<file path="src/include/tots_pkg.sv">
/*
 * Shared constants and state type of the timer output, tuned operation and capture selector.
 * Assumes an APB master with 32-bit data and 12-bit addresses.
 */
package tots_pkg;

	// ----------------------------------------------------------------
	// Sizes
	// ----------------------------------------------------------------
	localparam int unsigned NUM_TIMERS = 5;
	localparam int unsigned NUM_SLAVES = 3;
	localparam int unsigned MODE_W = 3;
	localparam int unsigned ADDR_W = 12;
	localparam int unsigned OCTL_W = 6;

	// ----------------------------------------------------------------
	// Register map
	// ----------------------------------------------------------------
	localparam logic [11:0] ADDR_CSS = 12'h000;
	localparam logic [11:0] ADDR_JOIN = 12'h004;
	localparam logic [11:0] ADDR_OCTL_BASE = 12'h010;
	localparam logic [11:0] ADDR_STATUS = 12'h030;
	localparam logic [7:0] CSS_RESET = 8'h00;
	localparam logic [2:0] JOIN_RESET = 3'h0;
	localparam logic [5:0] OCTL_RESET = 6'h00;
	localparam int CSS_RX0_BIT = 0;
	localparam int CSS_RX1_BIT = 1;
	localparam int CSS_ITV_BIT = 2;
	localparam int OE_LSB = 0;
	localparam int OL_LSB = 2;
	localparam int CMP_LSB = 4;
	localparam int STAT_JOIN_LSB = 10;

	// ----------------------------------------------------------------
	// Timer indices and mode field codes
	// ----------------------------------------------------------------
	localparam int T0 = 0;
	localparam int T2 = 2;
	localparam int SLV_IDX [NUM_SLAVES] = '{1, 3, 4};
	localparam int MST_IDX [NUM_SLAVES] = '{0, 2, 2};
	localparam logic [2:0] MODE_INTERVAL = 3'h0;
	localparam logic [2:0] MODE_EVENT = 3'h1;
	localparam logic [2:0] MODE_TRIGGER = 3'h2;
	localparam logic [2:0] MODE_ONESHOT = 3'h3;
	localparam logic [2:0] MODE_PWM = 3'h4;
	localparam logic [2:0] MODE_FREE = 3'h5;
	localparam logic [2:0] MODE_PULSE_WIDTH = 3'h6;
	localparam logic [2:0] MODE_TRI_PWM = 3'h7;

	typedef struct packed {
		logic [7:0] css;
		logic [2:0] join_en;
		logic [4:0][5:0] octl;
		logic ready;
		logic slverr;
		logic [31:0] rdata;
		logic [2:0] copy;
		logic [2:0] cap;
	} tots_top_t;

endpackage : tots_pkg

</file>
<file path="src/tots_sync.sv">
/*
 * Three-stage pin synchroniser; a bit changes once stages two and three agree.
 * Assumes asynchronous inputs and a single system clock.
 */
`timescale 1ns/1ps
module tots_sync #(
	parameter int unsigned W = 3
) (
	input wire logic sys_clk,
	input wire logic sys_rst,
	input wire logic [W-1:0] pin_in,
	output logic [W-1:0] level_out
);
	typedef struct packed {
		logic [W-1:0] q1;
		logic [W-1:0] q2;
		logic [W-1:0] q3;
		logic [W-1:0] level;
	} tots_sync_t;
	tots_sync_t s_reg;
	tots_sync_t s_next;

	always_comb begin
		s_next = s_reg;
		s_next.q1 = pin_in;
		s_next.q2 = s_reg.q1;
		s_next.q3 = s_reg.q2;
		s_next.level = (s_reg.q2 & ~(s_reg.q2 ^ s_reg.q3)) | (s_reg.level & (s_reg.q2 ^ s_reg.q3));
	end

	always_ff @(posedge sys_clk or posedge sys_rst) begin
		if (sys_rst) begin
			s_reg <= '0;
		end else begin
			s_reg <= s_next;
		end
	end

	assign level_out = s_reg.level;
endmodule : tots_sync

</file>
<file path="src/tots_outctl.sv">
/*
 * Two-channel timer output controller for one timer.
 * Assumes match and period events are one-cycle pulses from the counting logic.
 */
`timescale 1ns/1ps
module tots_outctl (
	input wire logic sys_clk,
	input wire logic sys_rst,
	input wire logic [2:0] mode,
	input wire logic run_en,
	input wire logic tuned,
	input wire logic [1:0] oe,
	input wire logic [1:0] ol,
	input wire logic [1:0] cmp,
	input wire logic period_ev,
	input wire logic match0,
	input wire logic match1,
	output logic [1:0] pin_out
);
	typedef struct packed {
		logic run_q;
		logic [1:0] ph;
		logic [1:0] out;
	} tots_oc_t;
	tots_oc_t s_reg;
	tots_oc_t s_next;

	always_comb begin
		s_next = s_reg;
		s_next.run_q = run_en;
		unique case (mode)
			tots_pkg::MODE_INTERVAL, tots_pkg::MODE_EVENT, tots_pkg::MODE_TRI_PWM: begin
				s_next.ph[1] = s_reg.ph[1] ^ match1;
			end
			tots_pkg::MODE_TRIGGER: begin
				s_next.ph[1] = (s_reg.ph[1] | match1) & ~period_ev;
				s_next.ph[0] = s_reg.ph[0] ^ match0;
			end
			tots_pkg::MODE_ONESHOT: begin
				s_next.ph[1] = (s_reg.ph[1] | match1) & ~period_ev;
			end
			tots_pkg::MODE_PWM: begin
				s_next.ph[1] = (s_reg.ph[1] | match1) & ~period_ev;
				if (tuned) begin
					s_next.ph[0] = (s_reg.ph[0] | match0) & ~period_ev;
				end else begin
					s_next.ph[0] = s_reg.ph[0] ^ match0;
				end
			end
			tots_pkg::MODE_FREE: begin
				s_next.ph[1] = s_reg.ph[1] ^ (match1 & cmp[1]);
				s_next.ph[0] = s_reg.ph[0] ^ (match0 & cmp[0]);
			end
			tots_pkg::MODE_PULSE_WIDTH: begin
				s_next.ph = '0;
			end
		endcase
		if (run_en && !s_reg.run_q && mode != tots_pkg::MODE_PULSE_WIDTH) begin
			s_next.ph = 2'h3;
		end
		for (int c = 0; c < 2; c++) begin
			if (!oe[c] || !run_en) begin
				s_next.ph[c] = 1'b0;
			end
		end
		s_next.out = ol ^ s_next.ph;
	end

	always_ff @(posedge sys_clk or posedge sys_rst) begin
		if (sys_rst) begin
			s_reg <= '0;
		end else begin
			s_reg <= s_next;
		end
	end

	assign pin_out = s_reg.out;
endmodule : tots_outctl

</file>
<file path="src/tots_top.sv">
/*
 * Timer output control, tuned master/slave operation and capture source selector.
 * Assumes counting logic outside supplies mode fields, run enables and match pulses,
 * and that software reaches the registers over APB.
 */
// The placing of the registers and the APB register port were left to the implementer.
`timescale 1ns/1ps

// Notes on behaviour
// - Disabled output drives its level select.
// - Enabled output flips level when counting starts, except in pulse width mode.
// - Interval and event modes give square wave on channel one.
// - Trigger mode: pulse on one, square zero.
// - One-shot and PWM pulses on channel one.
// - Free-running toggles only compare channels.
// - Pulse width mode drives no waveform.
// - Master zero pairs slave one; two drives three, aux.
// - Slave joins only while its join bit set.
// - Masters run free or PWM, never triangular.
// - Free-running copies compare on processor write.
// - PWM mode copies compare on channel-zero match.
// - Slave one captures selectable from serial receive.
// - Master zero capture one selectable from interval match.
// - Eight-bit selector register, reset zero, byte writable.
// - Slow clock early capture may read all ones.
// - Counter starts when run enable is set.
module tots_top (
	input wire logic sys_clk,
	input wire logic sys_rst,
	input wire logic psel,
	input wire logic penable,
	input wire logic pwrite,
	input wire logic [11:0] paddr,
	input wire logic [31:0] pwdata,
	input wire logic [3:0] pstrb,
	output logic pready,
	output logic [31:0] prdata,
	output logic pslverr,
	input wire logic [14:0] mode_field,
	input wire logic [4:0] count_run_enable,
	input wire logic [4:0] match0,
	input wire logic [4:0] match1,
	input wire logic [4:0] master_cc_write,
	input wire logic capture_in_1_0,
	input wire logic capture_in_1_1,
	input wire logic capture_in_0_1,
	input wire logic serial_rx_0,
	input wire logic serial_rx_1,
	input wire logic interval_match_event,
	output logic [4:0] timer_out_ch0,
	output logic [4:0] timer_out_ch1,
	output logic [2:0] compare_copy,
	output logic capture_sel_1_0,
	output logic capture_sel_1_1,
	output logic capture_sel_0_1
);

	// ----------------------------------------------------------------
	// Declarations
	// ----------------------------------------------------------------
	tots_pkg::tots_top_t s_reg;
	tots_pkg::tots_top_t s_next;
	logic [4:0] pin_sync;
	logic [4:0][1:0] pins;
	logic [4:0][2:0] eff_mode;
	logic [4:0] eff_period;
	logic [4:0] eff_tuned;
	logic [2:0] tuned_active;
	logic [2:0] copy_ev;
	logic [11:0] octl_off;
	logic [2:0] octl_idx;
	logic octl_hit;
	logic setup_ph;
	logic wr_take;

	// ----------------------------------------------------------------
	// Pin synchronisers
	// ----------------------------------------------------------------
	// The interval match event is on this clock and needs no stages.
	tots_sync #(
		.W(5)
	) u_sync (
		.sys_clk(sys_clk),
		.sys_rst(sys_rst),
		.pin_in({serial_rx_1, serial_rx_0, capture_in_0_1, capture_in_1_1, capture_in_1_0}),
		.level_out(pin_sync)
	);

	// ----------------------------------------------------------------
	// Tuned master and slave coupling
	// ----------------------------------------------------------------
	always_comb begin
		tuned_active = '0;
		copy_ev = '0;
		for (int t = 0; t < tots_pkg::NUM_TIMERS; t++) begin
			eff_mode[t] = mode_field[t*tots_pkg::MODE_W +: tots_pkg::MODE_W];
			eff_period[t] = match0[t];
			eff_tuned[t] = 1'b0;
		end
		for (int k = 0; k < tots_pkg::NUM_SLAVES; k++) begin
			tuned_active[k] = s_reg.join_en[k]
				&& (eff_mode[tots_pkg::MST_IDX[k]] == tots_pkg::MODE_FREE
				|| eff_mode[tots_pkg::MST_IDX[k]] == tots_pkg::MODE_PWM);
			if (tuned_active[k]) begin
				if (eff_mode[tots_pkg::MST_IDX[k]] == tots_pkg::MODE_FREE) begin
					copy_ev[k] = master_cc_write[tots_pkg::MST_IDX[k]];
				end else begin
					copy_ev[k] = match0[tots_pkg::MST_IDX[k]];
				end
			end
		end
		for (int k = 0; k < tots_pkg::NUM_SLAVES; k++) begin
			if (tuned_active[k]) begin
				eff_mode[tots_pkg::SLV_IDX[k]] = eff_mode[tots_pkg::MST_IDX[k]];
				eff_period[tots_pkg::SLV_IDX[k]] = match0[tots_pkg::MST_IDX[k]];
				eff_tuned[tots_pkg::SLV_IDX[k]] = 1'b1;
			end
		end
	end

	// ----------------------------------------------------------------
	// Output controllers
	// ----------------------------------------------------------------
	// counter start from run enable
	for (genvar g = 0; g < tots_pkg::NUM_TIMERS; g++) begin : g_out
		tots_outctl u_oc (
			.sys_clk(sys_clk),
			.sys_rst(sys_rst),
			.mode(eff_mode[g]),
			.run_en(count_run_enable[g]),
			.tuned(eff_tuned[g]),
			.oe(s_reg.octl[g][tots_pkg::OE_LSB +: 2]),
			.ol(s_reg.octl[g][tots_pkg::OL_LSB +: 2]),
			.cmp(s_reg.octl[g][tots_pkg::CMP_LSB +: 2]),
			.period_ev(eff_period[g]),
			.match0(match0[g]),
			.match1(match1[g]),
			.pin_out(pins[g])
		);
		assign timer_out_ch0[g] = pins[g][0];
		assign timer_out_ch1[g] = pins[g][1];
	end

	// ----------------------------------------------------------------
	// Register decode
	// ----------------------------------------------------------------
	assign octl_off = paddr - tots_pkg::ADDR_OCTL_BASE;
	assign octl_idx = octl_off[4:2];
	assign octl_hit = (paddr >= tots_pkg::ADDR_OCTL_BASE) && (octl_off[11:5] == 7'h00)
		&& (octl_off[1:0] == 2'h0) && (octl_idx < 3'(tots_pkg::NUM_TIMERS));
	assign setup_ph = psel && !penable;
	assign wr_take = psel && penable && s_reg.ready && pwrite;

	// ----------------------------------------------------------------
	// Next state
	// ----------------------------------------------------------------
	always_comb begin
		s_next = s_reg;
		s_next.ready = 1'b0;
		s_next.slverr = 1'b0;
		// Answer one cycle after setup, so the access phase takes a single cycle.
		if (setup_ph) begin
			s_next.ready = 1'b1;
			s_next.rdata = '0;
			if (paddr == tots_pkg::ADDR_CSS) begin
				s_next.rdata[7:0] = s_reg.css;
			end else if (paddr == tots_pkg::ADDR_JOIN) begin
				s_next.rdata[2:0] = s_reg.join_en;
			end else if (paddr == tots_pkg::ADDR_STATUS) begin
				s_next.rdata[9:0] = {timer_out_ch1, timer_out_ch0};
				s_next.rdata[tots_pkg::STAT_JOIN_LSB +: 3] = tuned_active;
			end else if (octl_hit) begin
				s_next.rdata[5:0] = s_reg.octl[octl_idx];
			end else begin
				s_next.slverr = 1'b1;
			end
		end else if (psel && penable && s_reg.ready) begin
			s_next.rdata = s_reg.rdata;
		end
		// Writes land only on byte lane zero; the status word is read only.
		if (wr_take && pstrb[0]) begin
			if (paddr == tots_pkg::ADDR_CSS) begin
				s_next.css = pwdata[7:0];
			end else if (paddr == tots_pkg::ADDR_JOIN) begin
				s_next.join_en = pwdata[2:0];
			end else if (octl_hit) begin
				s_next.octl[octl_idx] = pwdata[5:0];
			end
		end
		s_next.copy = copy_ev;
		s_next.cap[0] = s_reg.css[tots_pkg::CSS_RX0_BIT] ? pin_sync[3] : pin_sync[0];
		s_next.cap[1] = s_reg.css[tots_pkg::CSS_RX1_BIT] ? pin_sync[4] : pin_sync[1];
		s_next.cap[2] = s_reg.css[tots_pkg::CSS_ITV_BIT] ? interval_match_event : pin_sync[2];
	end

	// ----------------------------------------------------------------
	// State register
	// ----------------------------------------------------------------
	always_ff @(posedge sys_clk or posedge sys_rst) begin
		if (sys_rst) begin
			s_reg.css <= tots_pkg::CSS_RESET;
			s_reg.join_en <= tots_pkg::JOIN_RESET;
			s_reg.octl <= {tots_pkg::NUM_TIMERS{tots_pkg::OCTL_RESET}};
			s_reg.ready <= 1'b0;
			s_reg.slverr <= 1'b0;
			s_reg.rdata <= 32'h0000_0000;
			s_reg.copy <= 3'h0;
			s_reg.cap <= 3'h0;
		end else begin
			s_reg <= s_next;
		end
	end

	// ----------------------------------------------------------------
	// Outputs
	// ----------------------------------------------------------------
	// pin capture paths add five register stages
	// A capture pulse right after the run enable rises can therefore meet a counter
	// that has not yet left its idle all-ones value.
	assign capture_sel_1_0 = s_reg.cap[0];
	assign capture_sel_1_1 = s_reg.cap[1];
	assign capture_sel_0_1 = s_reg.cap[2];
	assign compare_copy = s_reg.copy;
	assign pready = s_reg.ready;
	assign prdata = s_reg.rdata;
	assign pslverr = s_reg.slverr;
endmodule : tots_top

</file>
<file path="config.mk">
export PLATFORM = sky130hd
export DESIGN_NAME = tots_top
export DESIGN_NICKNAME = d
export VERILOG_FILES = /design/src/include/tots_pkg.sv /design/src/tots_sync.sv /design/src/tots_outctl.sv /design/src/tots_top.sv
export SDC_FILE = /design/constraint.sdc
export NUM_CORES = 1
export LEC_CHECK = 0
export BUFFER_PORTS_ARGS = -buffer_cell sky130_fd_sc_hd__clkbuf_2
export CORE_UTILIZATION = 45
export DETAILED_ROUTE_END_ITERATION = 6
export PLACE_DENSITY = 0.69
export SYNTH_ARGS = -nofsm -noshare
export SYNTH_HDL_FRONTEND = slang
export SYNTH_SLANG_ARGS = --single-unit
</file>
<file path="constraint.sdc">
create_clock -name sys_clk -period 4.4 [get_ports sys_clk]
set_input_delay 0.44 -clock sys_clk [delete_from_list [all_inputs] [get_ports sys_clk]]
set_output_delay 0.44 -clock sys_clk [all_outputs]
set_load 0.01 [all_outputs]
</file>
Yosys cells after proc, flatten, opt, wreduce, memory -nomap -nowiden
Cells that the tools add are included.
{"block": "word_totals", "output_inout_bits": 50, "in_bits": 94, "elab_cells": 281, "register_bits": 107}
{"block": "classes", "addsub": 1, "n_reduce_logical": 78, "mux": 62, "n_eq_ne": 42, "bitwise": 63, "order_cmp": 4}
{"cell": "$eq 3x3->1 const B", "n": 20}
{"cell": "$pmux 1 s4", "n": 8}
{"cell": "$mux 1", "n": 31}
{"cell": "$bwmux 30", "n": 1}
{"cell": "$eq 3x2->1 const B", "n": 10}
{"cell": "$reduce_or 3->1", "n": 10}
{"cell": "$mux 6", "n": 4}
{"cell": "$logic_and 1x1->1", "n": 22}
{"cell": "$logic_not 1->1", "n": 21}
{"cell": "$xor 1x1->1", "n": 20}
{"cell": "$and 1x1->1", "n": 18}
{"cell": "$bmux 6 s3", "n": 1}
{"cell": "$demux 6 s3", "n": 1}
{"cell": "$eq 3x1->1 const B", "n": 5}
{"cell": "$logic_not 3->1", "n": 5}
{"cell": "$ne 3x3->1 const B", "n": 5}
{"cell": "$eq 12x3->1 const B", "n": 1}
{"cell": "$eq 12x6->1 const B", "n": 1}
{"cell": "$ge 12x5->1 const B", "n": 1}
{"cell": "$logic_not 12->1", "n": 1}
{"cell": "$logic_or 1x1->1", "n": 12}
{"cell": "$mux 2", "n": 6}
{"cell": "$mux 3", "n": 4}
{"cell": "$sub 12x5->12 const B", "n": 1}
{"cell": "21 further kinds", "n": 41}

Longest topological paths before layout
{"block": "logic_depth", "depth_word": 11, "mapped_depth": 8, "depth_no_buf": 7}

Modules after synthesis
A second synthesis with hierarchy kept.
{"block": "unflattened", "cells_unflattened": 550, "area_unflattened_um2": 5859.4}
{"module": "tots_top", "cells_per_inst": 314, "seq_area_each_um2": 1551.5, "area_per_inst_um2": 3440.8, "instances": 1}
{"module": "tots_outctl", "cells_per_inst": 41, "seq_area_each_um2": 125.1, "area_per_inst_um2": 364.1, "instances": 5}
{"module": "tots_sync", "cells_per_inst": 31, "seq_area_each_um2": 500.5, "area_per_inst_um2": 598.1, "instances": 1}

Worst setup path after synthesis
Ideal clock, no wire load.
{"block": "synth_path", "kind": "in2reg", "startpoint": "input paddr[4]", "endpoint": "register s_reg[40] (netlist bit)", "slack_ns": 2.270, "path_buffers": 1, "setup_time_ns": 0.125, "arrival_time_ns": 2.006, "stages": 8, "t_required_ns": 4.275, "path_cell_list": "buf_6 -> inv_1 -> ha_1 -> xnor2_1 -> o211ai_1 -> nor4_4 -> nand3_1 -> mux2_2"}
{"block": "synth_via", "elab_chain_cells": 6, "word_cells_on_any_way": 18, "cone_classes": "add/sub: 1; order compare: 4; eq/ne: 1; mux: 3; bitwise: 2; reduce/logical: 7"}
{"item": "from (decl)", "line": "tots_top.sv:33", "rtl": "input wire logic [11:0] paddr,"}
{"item": "$sub 12x5->12", "line": "tots_top.sv:147", "rtl": "assign octl_off = paddr - tots_pkg::ADDR_OCTL_BASE;"}
{"item": "$lt 3x4->1 (implied by the code), or another cell as far along", "line": "tots_top.sv:187", "rtl": "s_next.octl[octl_idx] = pwdata[5:0];"}
{"item": "$logic_and 1x1->1, on equally long branches", "line": "tots_top.sv:187, tots_top.sv:149"}
{"item": "$mux 6 (implied by the code) or $logic_and 1x1->1 (tied branches)", "line": "tots_top.sv:187, tots_top.sv:150"}
{"item": "$demux 6 s3 or $logic_and 1x1->1 (tied branches)", "line": "tots_top.sv:187, tots_top.sv:150"}
{"item": "$bwmux 30 or $reduce_and 4->1 (tied branches)"}
{"item": "to (signal assigned)", "line": "tots_top.sv:210", "rtl": "s_reg <= s_next;"}
{"item": "to (decl)", "line": "tots_top.sv:61", "rtl": "tots_pkg::tots_top_t s_reg;"}
Several ways; a longest one is shown, not always the timed one.
A chain may end at the register's enable or synchronous reset.

Worst setup path in the final report
{"block": "layout_path", "startpoint": "input paddr[4]", "endpoint": "register s_reg (netlist bit prdata[10])"}
{"block": "layout_via", "elab_chain_cells": 4, "word_cells_on_any_way": 6, "cone_classes": "eq/ne: 2; mux: 3; reduce/logical: 1"}
{"item": "$eq 12x6->1", "line": "tots_top.sv:169", "rtl": "end else if (paddr == tots_pkg::ADDR_STATUS) begin"}
{"item": "$mux 7", "line": "tots_top.sv:169"}
{"item": "$mux 10", "line": "tots_top.sv:167", "rtl": "end else if (paddr == tots_pkg::ADDR_JOIN) begin"}
{"item": "$mux 5 *", "line": "tots_top.sv:165", "rtl": "if (paddr == tots_pkg::ADDR_CSS) begin"}
Mark *: on every way between the ends. The rest lies on a longest branch, timed or not.

==> metrics.txt <==
Die Wd=approximately 110 um; TritonCTS clock tree=done; filler instances=1093; Pins Over Slew Limit=0; reg2reg end=g_out[4].u_oc.pin_out[1]; Top Family by Delay on Critical Path=simple AND/OR/NAND/NOR gates; drt initial violations=between 200 and 300; Async SR Flop Fraction=1.00; Comb pwr share=0.092; most frequent cells in the layout=dfrtp_1 (107), clkbuf_2 (94), mux2_2 (45); initial antenna violation count=0; Die Height=approximately 110 um; Worst EP arrival=around 2800 ps; Clk Latency, worst-skew pair=between 300 and 400 ps; Layout Cell Area excl Fill=roughly 0.0064 mm^2; DRC Markers=0; worst r2r src=s_reg[72]; first-pass GRT wire length=approximately 21 mm; placed cell count=730; Leakage=3.19 nW; Top FF cell, synth=dfrtp_1; dpl hpwl=10.1 mm; worst setup path end=prdata[10]; Seq pwr share=0.502; Final nets=slightly below 700; Startpoint Class=input port; Netlist cell types=71; DR WL/cell=18.1 um; Layout area overhead=11.4%; Mapped Area=about 0.0057 mm^2; power per cell area=about 320 mW/mm^2; Post-CTS Setup Bufs=0; # IOs=between 100 and 150; CP Depth=7; # clock sinks=~110; Hold Fails Final Rpt=0; Tcrit/Tclk final=0.581; Max-cap violations=0; sequential area share after synthesis=0.470; Post-Syn Instances=slightly above 500; kind of critical path=in -> reg; largest net degree at the start of global routing=between 70 and 80; Post-Route WL=13.5 mm; post-cts resize count=0; total grt overflow=0; layout cells sized above 1=0.304; Final Setup Violations=0; number of synthesized register bits=roughly 110; P_sw=0.000545 W; maximum VDD drop=between 150 and 200 uV; GRT Total Usage=0.215; Core Region=roughly 0.012 mm^2; worst path bufs/invs=2; Num CTS Buffers=9; Port-buffer cells=94; Largest register FFs=41; routability-driven placement congestion ratio=approximately 0.85; endpoint class of the critical path=flop; worst min-delay path class=in -> reg; synth warn=0; Worst slew margin=0.134; Setup TNS=0 ps; Initial Utilization=0.469; CP cell instances=clkbuf_2 -> inv_1 -> ha_1 -> nor4b_4 -> nand3b_1 -> nor3_1 -> a22o_1; Post-Layout Cell Count=746; via count=~4200; post-layout util=0.522; Crit Path Max Fanout=15; Post-Route Skew=between 8 and 9 ps; unrepaired setup endpoints after global routing=no; Clock Root Buffer=clkbuf_16; CP peak stage delay=between 1000 and 1500 ps; vias in the first global route=4031; placed inst area=about 0.0060 mm^2; crit path from=paddr[4]; CP required=4690 ps; CTS Hold Buffers Added=0; row cnt=40; FF-to-FF path depth=5; worst-margin pin slew=1290 ps; Post-synth EDFFs=0; Slowest cell on crit path=nor3_1; most common cell after layout, fill and taps aside=dfrtp_1; status=finished, final reports clean; Clock power frac=0.406; switching share of power=0.269; Clock Path Buffers=2; Diodes inserted=0; FF-to-FF setup slack=between 2000 and 2500 ps; mean post-synth cell area=approximately 11 um^2; Final min period=about 2600 ps; Vias/cell=5.61; fmax=~0.39 GHz; Pre-Repair DR Iteration Count=5; Antenna Violating Nets Remaining=0; clock slew seen by the registers of the worst setup and hold paths=about 80 ps; die area=0.0131 mm^2; Power Internal=about 0.0015 W; # H-tree levels=3
cells in the mapped netlist (4+ instances only):
cell type	instances	area, um^2
nand3_1	5	25.0
maj3_1	5	50.1
nand3b_1	7	52.6
a22o_1	4	35.0
nand2_1	31	116
mux2_2	45	507
dfrtp_1	107	2680
nand2b_1	7	43.8
nor2_1	29	109
clkbuf_1	6	22.5
a22oi_1	7	52.6
o2111ai_1	6	52.6
o21ai_0	12	60.1
ha_1	6	75.1
buf_4	47	353
nor2b_1	14	87.6
and3b_1	6	52.6
xor2_1	11	96.3
inv_1	20	75.1
o211ai_1	6	45.0
mux2i_1	6	60.1
nor3_1	7	35.0
a211o_1	5	43.8
mux4_2	6	135
a31oi_1	5	31.3
a32oi_1	4	35.0
o211a_1	4	40.0
a21oi_1	17	85.1
kinds of logic after synthesis:
group	share of synthesized area
flops	0.470
buf+inv	0.0867
simple gates	0.147
fa+ha+maj	0.0219
other cells	0.000658
compound gates	0.129
mux	0.123
xor+xnor	0.0215
stage by stage:
stage	setup WS (ps)	power [W]	hold WS, ps
2_1_floorplan	1140	0.00116	331
6_report	1840	0.00203	185
5_1_grt	1780	0.00211	175
3_5_place_dp	1520	0.00122	342
4_1_cts	1900	0.00205	180
3_3_place_gp	1660	0.00122	333
layer usage:
metal | share of wire | track usage | vias to the layer above | wire, um
met4 | 0.019 | 0.0745 | 0 | 253
met1 | 0.44 | 0.282 | 2102 | 5910
met5 | 0 | 0 | - | 0
met3 | 0.055 | 0.0392 | 19 | 750
li1 | - | - | 1918 | -
met2 | 0.49 | 0.360 | 145 | 6620
power by group through the flow:
stage	Sequential (W)	Clock [W]	Combinational (W)
after floorplan	0.00104	0	0.000128
after global placement	0.00104	0	0.000180
after detailed placement	0.00104	0	0.000187
after CTS	0.00102	0.000840	0.000187
after global routing	0.00102	0.000884	0.000207
final	0.00102	0.000823	0.000186
final cells by class:
type	instances	area, um^2	share of cell area
Sequential cell	107	2680	0.421
Multi-Input combinational cell	339	2600	0.409
Timing Repair Buffer	95	478	0.0752
Clock buffer	9	225	0.0354
Tap cell	168	210	0.0331
Clock inverter	7	83.8	0.0132
Inverter	21	81.3	0.0128
worst min path at each step:
stage,cells after the start,startpoint,slack (ps),to
CTS,1,capture_in_1_0,180,u_sync.s_next[10]
global route,1,serial_rx_0,180,u_sync.s_next[13]
finish,1,capture_in_0_1,180,u_sync.s_next[12]
floorplan,0,u_sync.s_next[10],330,u_sync.s_next[5]
detailed placement,0,u_sync.s_next[10],340,u_sync.s_next[5]
global placement,0,u_sync.s_next[10],330,u_sync.s_next[5]
Note: power is estimated with default switching activity, not from simulation.
